## src/rtl/lcfr_pkg.sv

```systemverilog
// Purpose: constants and types for the lock current fault response block
// Assumes: 200 MHz system clock
// Notes:   all times are kept in milliseconds and turned into cycles in the block
package lcfr_pkg;
   // ----------------------------------------
   // clock and time base
   // ----------------------------------------
   localparam int CLK_PERIOD_NS = 5;
   localparam int MS_NS = 1000000;
   localparam int CYCLES_PER_MS = MS_NS / CLK_PERIOD_NS;

   // ----------------------------------------
   // configuration register layout
   // ----------------------------------------
   localparam logic [31:0] CFG_RESET = 32'h0000_0000;
   localparam int CBC_MODE_LSB = 23;   // cycle_limit_response, 4 bits
   localparam int LOCK_THR_LSB = 19;   // lock current threshold, 4 bits
   localparam int LOCK_MODE_LSB = 15;  // lock response select, 4 bits
   localparam int LOCK_DEG_LSB = 11;   // lock_current_filter_time, 4 bits
   localparam int CBC_RETRY_LSB = 8;   // cycle_limit_retry_count, 3 bits
   localparam int LOCK_RETRY_LSB = 0;  // lock_retry_select, 3 bits

   // ----------------------------------------
   // response codes
   // ----------------------------------------
   localparam logic [3:0] MODE_LATCH_LAST = 4'h3;
   localparam logic [3:0] MODE_RETRY_LAST = 4'h7;
   localparam logic [3:0] MODE_REPORT = 4'h8;
   localparam logic [3:0] CBC_NEXT_FAULT = 4'h0;
   localparam logic [3:0] CBC_NEXT_QUIET = 4'h1;
   localparam logic [3:0] CBC_COUNT_FAULT = 4'h4;
   localparam logic [3:0] CBC_COUNT_QUIET = 4'h5;

   // ----------------------------------------
   // time tables in milliseconds
   // ----------------------------------------
   // lock filter time by code; the second-range steps stay in ms so one scaler serves all
   localparam logic [15:0] FILTER_MS [16] = '{16'h0001, 16'h0002, 16'h0005, 16'h000A,
      16'h0019, 16'h0032, 16'h004B, 16'h0064, 16'h00FA, 16'h01F4, 16'h03E8, 16'h09C4,
      16'h1388, 16'h2710, 16'h61A8, 16'hC350};
   // lock retry interval by code
   localparam logic [15:0] RETRY_MS [8] = '{16'h0064, 16'h01F4, 16'h03E8, 16'h07D0,
      16'h0BB8, 16'h1388, 16'h1D4C, 16'h2710};

   // ----------------------------------------
   // states and output stage modes
   // ----------------------------------------
   typedef enum logic [2:0] {
      STAGE_DRIVE, STAGE_TRISTATE, STAGE_RECIRC, STAGE_HS_BRAKE, STAGE_LS_BRAKE
   } lcfr_stage_type;
   typedef enum logic [1:0] {LOCK_NORMAL, LOCK_LATCHED, LOCK_RETRY} lcfr_lock_type;
   typedef enum logic {CBC_IDLE, CBC_WAIT} lcfr_cbc_type;
endpackage

```

## src/rtl/lcfr_lock_current_fault_response.sv

```systemverilog
// Purpose: lock detection by current limit and the fault reaction it drives
// Assumes: all inputs synchronous to sys_clk; phaseSense in steps of 0.1 V
// Notes:   register port is a plain write strobe with a read-back bus
//
// What this block does
// - The sensed phase voltage is compared with the threshold code times 0.1 V, code 0 never trips.
// - The lock response select is a 4-bit read/write field at bits 18 to 15, zero after reset.
// - Codes 0 to 3 latch the fault with fault_out_n low, code 0 tristates and code 1 recirculates.
// - Codes 2 and 6 turn on all three high-side switches while the response lasts.
// - Codes 3 and 7 turn on all three low-side switches while the response lasts.
// - Codes 4 to 7 apply their stage state and resume by themselves after the lock retry interval.
// - Code 8 only reports the lock and leaves the output stage alone.
// - Codes 9 to 15 switch lock detection off with no report and no action.
// - The filter time field at bits 14 to 11 picks 1 ms up to 50 s.
// - The field at bits 10 to 8 holds how many PWM cycles the cycle limit waits before retry.
// - The lock retry select picks 100 ms up to 10000 ms.
// - In counted cycle-limit recovery the stage recirculates and resumes after the set PWM cycles.
`timescale 1ns/100ps
`default_nettype none
module lcfr_lock_current_fault_response #(
   parameter int CYCLES_PER_MS = lcfr_pkg::CYCLES_PER_MS
) (
   // clock and reset
   input wire logic sys_clk,
   input wire logic reset_n,
   // register port
   input wire logic cfgWrite,
   input wire logic [31:0] cfgWdata,
   output logic [31:0] cfgRdata,
   // sensing and events
   input wire logic [7:0] phaseSense,
   input wire logic cycleLimitHit,
   input wire logic pwmCycleStart,
   input wire logic faultClear,
   // power stage and fault
   output lcfr_pkg::lcfr_stage_type stageMode,
   output logic [2:0] highSideOn,
   output logic [2:0] lowSideOn,
   output logic fault_out_n,
   output logic lockReported
);
   // ----------------------------------------
   // time tables
   // ----------------------------------------
   // filter and retry times in ms, turned to cycles with the tick parameter
   function automatic logic [35:0] msToCycles(input logic [15:0] ms);
      msToCycles = 36'(ms) * 36'(CYCLES_PER_MS);
   endfunction

   // ----------------------------------------
   // configuration register
   // ----------------------------------------
   logic [31:0] cfg_reg;
   always_ff @(posedge sys_clk or negedge reset_n) begin
      if (!reset_n) begin
         cfg_reg <= lcfr_pkg::CFG_RESET;
      end else if (cfgWrite) begin
         cfg_reg <= cfgWdata;
      end
   end
   assign cfgRdata = cfg_reg;

   logic [3:0] lockThr;
   logic [3:0] lockMode;
   logic [3:0] filterSel;
   logic [2:0] cbcRetry;
   logic [2:0] retrySel;
   logic [3:0] cbcMode;
   assign lockThr = cfg_reg[lcfr_pkg::LOCK_THR_LSB +: 4];
   assign lockMode = cfg_reg[lcfr_pkg::LOCK_MODE_LSB +: 4];
   assign filterSel = cfg_reg[lcfr_pkg::LOCK_DEG_LSB +: 4];
   assign cbcRetry = cfg_reg[lcfr_pkg::CBC_RETRY_LSB +: 3];
   assign retrySel = cfg_reg[lcfr_pkg::LOCK_RETRY_LSB +: 3];
   assign cbcMode = cfg_reg[lcfr_pkg::CBC_MODE_LSB +: 4];

   // ----------------------------------------
   // threshold and filter
   // ----------------------------------------
   logic overNow;
   logic detectOn;
   logic counting;
   logic lockDetect;
   logic [35:0] degCnt_reg;
   logic [35:0] retryCnt_reg;
   lcfr_pkg::lcfr_lock_type lockState_reg;

   // code 0 has no threshold, so it never trips
   assign overNow = (lockThr != 4'h0) && (phaseSense > {4'h0, lockThr});
   assign detectOn = (lockMode <= lcfr_pkg::MODE_REPORT);
   assign counting = overNow && detectOn && (lockState_reg == lcfr_pkg::LOCK_NORMAL);
   assign lockDetect = counting &&
      (degCnt_reg == msToCycles(lcfr_pkg::FILTER_MS[filterSel]) - 36'h1);

   // any drop of the condition restarts the whole filter time
   always_ff @(posedge sys_clk or negedge reset_n) begin
      if (!reset_n) begin
         degCnt_reg <= '0;
      end else if (!counting || lockDetect) begin
         degCnt_reg <= '0;
      end else begin
         degCnt_reg <= degCnt_reg + 36'h1;
      end
   end

   // ----------------------------------------
   // lock response state
   // ----------------------------------------
   // the code is captured at detection so a rewrite cannot change a live response
   logic [3:0] action_reg;
   logic retryDone;
   assign retryDone = (retryCnt_reg == msToCycles(lcfr_pkg::RETRY_MS[retrySel]) - 36'h1);

   always_ff @(posedge sys_clk or negedge reset_n) begin
      if (!reset_n) begin
         lockState_reg <= lcfr_pkg::LOCK_NORMAL;
         action_reg <= 4'h0;
      end else begin
         case (lockState_reg)
            lcfr_pkg::LOCK_NORMAL: begin
               if (lockDetect && lockMode <= lcfr_pkg::MODE_LATCH_LAST) begin
                  lockState_reg <= lcfr_pkg::LOCK_LATCHED;
                  action_reg <= lockMode;
               end else if (lockDetect && lockMode <= lcfr_pkg::MODE_RETRY_LAST) begin
                  lockState_reg <= lcfr_pkg::LOCK_RETRY;
                  action_reg <= lockMode;
               end
            end
            lcfr_pkg::LOCK_LATCHED: begin
               if (faultClear) begin
                  lockState_reg <= lcfr_pkg::LOCK_NORMAL;
               end
            end
            lcfr_pkg::LOCK_RETRY: begin
               if (retryDone) begin
                  lockState_reg <= lcfr_pkg::LOCK_NORMAL;
               end
            end
            default: lockState_reg <= lcfr_pkg::LOCK_NORMAL;
         endcase
      end
   end

   // retry interval timer
   always_ff @(posedge sys_clk or negedge reset_n) begin
      if (!reset_n) begin
         retryCnt_reg <= '0;
      end else if (lockState_reg != lcfr_pkg::LOCK_RETRY || retryDone) begin
         retryCnt_reg <= '0;
      end else begin
         retryCnt_reg <= retryCnt_reg + 36'h1;
      end
   end

   // report flag: a new detection wins over a clear in the same cycle
   always_ff @(posedge sys_clk or negedge reset_n) begin
      if (!reset_n) begin
         lockReported <= 1'b0;
      end else if (lockDetect && lockMode == lcfr_pkg::MODE_REPORT) begin
         lockReported <= 1'b1;
      end else if (faultClear) begin
         lockReported <= 1'b0;
      end
   end

   // ----------------------------------------
   // cycle-by-cycle limit retry
   // ----------------------------------------
   lcfr_pkg::lcfr_cbc_type cbcState_reg;
   logic [2:0] cbcCnt_reg;
   logic cbcFault_reg;
   logic cbcCounted;
   assign cbcCounted = (cbcMode == lcfr_pkg::CBC_COUNT_FAULT) ||
                       (cbcMode == lcfr_pkg::CBC_COUNT_QUIET);

   // next-cycle modes behave as a count of zero
   always_ff @(posedge sys_clk or negedge reset_n) begin
      if (!reset_n) begin
         cbcState_reg <= lcfr_pkg::CBC_IDLE;
         cbcCnt_reg <= 3'h0;
         cbcFault_reg <= 1'b0;
      end else begin
         case (cbcState_reg)
            lcfr_pkg::CBC_IDLE: begin
               if (cycleLimitHit && (cbcCounted || cbcMode == lcfr_pkg::CBC_NEXT_FAULT ||
                                     cbcMode == lcfr_pkg::CBC_NEXT_QUIET)) begin
                  cbcState_reg <= lcfr_pkg::CBC_WAIT;
                  cbcCnt_reg <= cbcCounted ? cbcRetry : 3'h0;
                  cbcFault_reg <= (cbcMode == lcfr_pkg::CBC_COUNT_FAULT) ||
                                  (cbcMode == lcfr_pkg::CBC_NEXT_FAULT);
               end
            end
            lcfr_pkg::CBC_WAIT: begin
               if (pwmCycleStart && cbcCnt_reg == 3'h0) begin
                  cbcState_reg <= lcfr_pkg::CBC_IDLE;
                  cbcFault_reg <= 1'b0;
               end else if (pwmCycleStart) begin
                  cbcCnt_reg <= cbcCnt_reg - 3'h1;
               end
            end
            default: cbcState_reg <= lcfr_pkg::CBC_IDLE;
         endcase
      end
   end

   // ----------------------------------------
   // output stage and fault pin
   // ----------------------------------------
   // lock response outranks the cycle limit, which only recirculates
   lcfr_pkg::lcfr_stage_type stageNext;
   always_comb begin
      stageNext = lcfr_pkg::STAGE_DRIVE;
      if (lockState_reg != lcfr_pkg::LOCK_NORMAL) begin
         case (action_reg[1:0])
            2'h0: stageNext = lcfr_pkg::STAGE_TRISTATE;
            2'h1: stageNext = lcfr_pkg::STAGE_RECIRC;
            2'h2: stageNext = lcfr_pkg::STAGE_HS_BRAKE;
            default: stageNext = lcfr_pkg::STAGE_LS_BRAKE;
         endcase
      end else if (cbcState_reg == lcfr_pkg::CBC_WAIT) begin
         stageNext = lcfr_pkg::STAGE_RECIRC;
      end
   end

   always_ff @(posedge sys_clk or negedge reset_n) begin
      if (!reset_n) begin
         stageMode <= lcfr_pkg::STAGE_DRIVE;
         highSideOn <= 3'h0;
         lowSideOn <= 3'h0;
         fault_out_n <= 1'b1;
      end else begin
         stageMode <= stageNext;
         highSideOn <= {3{stageNext == lcfr_pkg::STAGE_HS_BRAKE}};
         lowSideOn <= {3{stageNext == lcfr_pkg::STAGE_LS_BRAKE}};
         fault_out_n <= !((lockState_reg != lcfr_pkg::LOCK_NORMAL) || lockReported ||
                          cbcFault_reg);
      end
   end
endmodule // lcfr_lock_current_fault_response
`default_nettype wire

```

## config.mk

```make
export PLATFORM = sky130hd
export DESIGN_NAME = lcfr_lock_current_fault_response
export DESIGN_NICKNAME = d
export VERILOG_FILES = /design/src/rtl/lcfr_pkg.sv /design/src/rtl/lcfr_lock_current_fault_response.sv
export SDC_FILE = /design/constraint.sdc
export NUM_CORES = 1
export LEC_CHECK = 0
export BUFFER_PORTS_ARGS = -buffer_cell sky130_fd_sc_hd__buf_2
export CAP_MARGIN = 15
export CORE_ASPECT_RATIO = 0.9
export CORE_UTILIZATION = 50
export DETAILED_ROUTE_END_ITERATION = 8
export GPL_TIMING_DRIVEN = 0
export PLACE_DENSITY = 0.68
export SETUP_SLACK_MARGIN = 0.5
export SLEW_MARGIN = 5
export SYNTH_ARGS = -nofsm -noshare
export SYNTH_HDL_FRONTEND = slang
export SYNTH_SLANG_ARGS = --single-unit
```

## constraint.sdc

```tcl
create_clock -name sys_clk -period 8.6 [get_ports sys_clk]
set_clock_uncertainty 0.05 [all_clocks]
set_input_delay 1.29 -clock sys_clk [delete_from_list [all_inputs] [get_ports sys_clk]]
set_output_delay 1.29 -clock sys_clk [all_outputs]
set_load 0.01 [all_outputs]
```

==> impl_metrics.tcl <==
set metrics [dict create \
    gr-total-overflow 0 \
    slowest_stage "fa_1" \
    fp.dieH_um 161 \
    ys_seq_elements 120 \
    syn_area_mm2 0.0141 \
    synth_area_leader_cell "dfrtp_1" \
    cts.sinks 120 \
    place_congestion 0.886 \
    ir_worst_vdd_v 0.000225 \
    worstSetupPathType "flop to flop" \
    dr.pass1.iters 6 \
    grt_max_degree 66 \
    cap_violations 0 \
    placed_area_mm2 0.0150 \
    synth_edf_count 0 \
    period_needed_ns 7.79 \
    hold_path.class "flop to flop" \
    ant_nets 0 \
    grt_usage 0.244 \
    drive_gt1_frac 0.142 \
    antenna_found_initial 0 \
    setup_tns_ns 0 \
    critPathMaxFanout 10 \
    reg2reg_from "cfgRdata[14]$_DFFE_PN0P_" \
    dp.cells 2032 \
    netlist.area_leader.share 0.211 \
    synth_area_leaders "dfrtp_1 21%, ha_1 18%, fa_1 9.0%" \
    dr.first_iter.drc_count 787 \
    fmax_ghz 0.128 \
    core_mm2 0.0273 \
    area_delta_synth_final_pct 12.0 \
    num_rows 57 \
    final_util 0.577 \
    critPathMaxStageDelay_ns 0.57 \
    syn_nets 1901 \
    clock_latency_ns 0.43 \
    wl_um 33400 \
    grt_pass1_vias 11200 \
    dp_hpwl_um 27300 \
    cp-start-kind "flop" \
    async_flop_share 1.00 \
    status "finished clean" \
    clock_path_buffers 2 \
    fin_area_mm2 0.0158 \
    slew_headroom 0.484 \
    hold_viol 0 \
    period_share 0.906 \
    leakagePower_nw 7.90 \
    synth_area_per_cell_um2 8.86 \
    cts_root_buf "clkbuf_16" \
    reg2reg_to "degCnt_reg[19]$_DFF_PN0_" \
    wire_per_inst_um 16.2 \
    dieArea_mm2 0.0288 \
    numCtsBuffers 17 \
    yosysWarnings 0 \
    vias 11600 \
    htreeDepth 4 \
    cts_tree "yes" \
    tightest_slew_ns 0.765 \
    rsz0062_at_grt "true" \
    cts_hold_buf 0 \
    worst_ep_arrival_time_ns 8.05 \
    synthDistinctLibCells 98 \
    port-buffer-count 87 \
    io_pins 89 \
    maxSlewViolCount 0 \
    vias_per_cell 5.60 \
    die_w_um 179 \
    critPathCapture "degCnt_reg[19]$_DFF_PN0_" \
    finalNonFillerCells 2066 \
    synth-main-ff-cell "dfrtp_1" \
    dpl_worst_slack_ns -0.0251 \
    start_util 0.516 \
    endpoint_kind "flop" \
    synth_cells 1590 \
    fin_nets 2010 \
    clkSlewWorstSetupHoldPaths_ns 0.06 \
    setup_viol 0 \
    num_antenna_cells 0 \
    cp_data_required_time_ns 8.86 \
    worst_slack_ns 0.811 \
    r2r_slack_ns 0.81 \
    crit_start "cfgRdata[14]$_DFFE_PN0P_" \
    pwr_density_cell_mw_per_mm2 333 \
    drc 0 \
    grt_pass1_wl_um 56100 \
    ys_seq_area_frac 0.213 \
    r2r_cells 26 \
]
[what timing repair did]
action / in CTS / in global routing
gates cloned: 0 / 0
resized for setup: 15 / 43
buffers inserted: 1 / 1
pin swaps: 0 / 3
setup endpoints to repair: 75 / 75
[routing by layer]
| layer | wire, um | vias to the layer above | global-route usage |
|---|---|---|---|
| met3 | 1670 | 28 | 0.0391 |
| met2 | 14500 | 254 | 0.371 |
| met1 | 16800 | 5532 | 0.361 |
| met4 | 408 | 0 | 0.0547 |
| met5 | 0 | - | 0 |
| li1 | - | 5756 | - |
[where the power goes]
part | switching [mW] | internal [mW] | leakage [nW]
clock network | 0.300 | 0.419 | 0.288
registers | 0.0237 | 0.592 | 1.57
logic | 2.32 | 1.60 | 6.04
[cells by family (layout without fill, tap and decap cells)]
logic type	count (synthesis)	count (layout)	share of synthesized area
buffers and inverters	218	340	0.0619
AO/OA/AOI/OAI	256	256	0.131
AND/OR/NAND/NOR	541	541	0.198
flip-flops	120	120	0.213
XOR/XNOR	153	153	0.0975
adder cells (fa/ha/maj)	265	265	0.269
multiplexers	37	37	0.0291
[worst min path at each step]
stage | startpoint | to | slack [ns] | depth (start not counted)
3_5_place_dp | cbcFault_reg$_DFFE_PN0P_ | fault_out_n$_DFF_PN1_ | 0.33 | 1
2_1_floorplan | cbcFault_reg$_DFFE_PN0P_ | fault_out_n$_DFF_PN1_ | 0.32 | 1
3_3_place_gp | cbcFault_reg$_DFFE_PN0P_ | fault_out_n$_DFF_PN1_ | 0.33 | 1
6_report | cbcFault_reg$_DFFE_PN0P_ | fault_out_n$_DFF_PN1_ | 0.34 | 1
4_1_cts | cbcFault_reg$_DFFE_PN0P_ | fault_out_n$_DFF_PN1_ | 0.34 | 1
5_1_grt | cbcFault_reg$_DFFE_PN0P_ | fault_out_n$_DFF_PN1_ | 0.35 | 1
[area by class of cell]
cell class                 instances  area (um2)
sequential                       120        3010
multi-input combinational       1252       10300
inverter                         168         631
timing repair buffer              90         484
clock buffer                      18         439
clock inverter                    14         154
tap                              354         443
fill                            2433       11500
buffer                            50         268
[layout by cell type (no fill, tap or decap), drive strengths merged, types with 40 or more instances in the layout]
master	count
o21ai	48
buf	105
and3	40
fa	63
xor2	52
nand3	48
dfrtp	119
a21oi	50
xnor2	100
nor2	137
ha	202
nand2	127
clkbuf	53
inv	177
[critical path, delay by kind of cell, from the launching register on]
kind,cells,cell delay (ns)
xor gates and xnor gates,1,0.25
muxes,1,0.21
and+or+nand+nor,5,1.30
AOI/OAI and AO/OA,5,1.41
adders and majority gates,6,2.56
buffers and inverters,8,1.51
DFF,1,0.39
[Yosys cell counts (12+ instances only)]
| cell type | instances |
|---|---|
| a211oi_1 | 12 |
| a21o_1 | 21 |
| a21oi_1 | 50 |
| and2_1 | 22 |
| and3_1 | 40 |
| clkbuf_1 | 32 |
| dfrtp_1 | 119 |
| fa_1 | 63 |
| ha_1 | 202 |
| inv_1 | 168 |
| mux2_2 | 26 |
| nand2_1 | 127 |
| nand2b_1 | 15 |
| nand3_1 | 47 |
| nand4_1 | 27 |
| nor2_1 | 137 |
| nor2b_1 | 15 |
| nor3_1 | 24 |
| nor4_1 | 14 |
| o211ai_1 | 12 |
| o21ai_0 | 43 |
| xnor2_1 | 99 |
| xor2_1 | 52 |
[per-stage QoR]
step                      total power, mW  hold slack, ns
after floorplan                      3.56           0.319
after global placement               4.23           0.332
after detailed placement             4.31           0.335
after CTS                            5.11           0.343
after global routing                 5.76           0.351
final                                5.25           0.340
(Power assumes the default switching activity.)
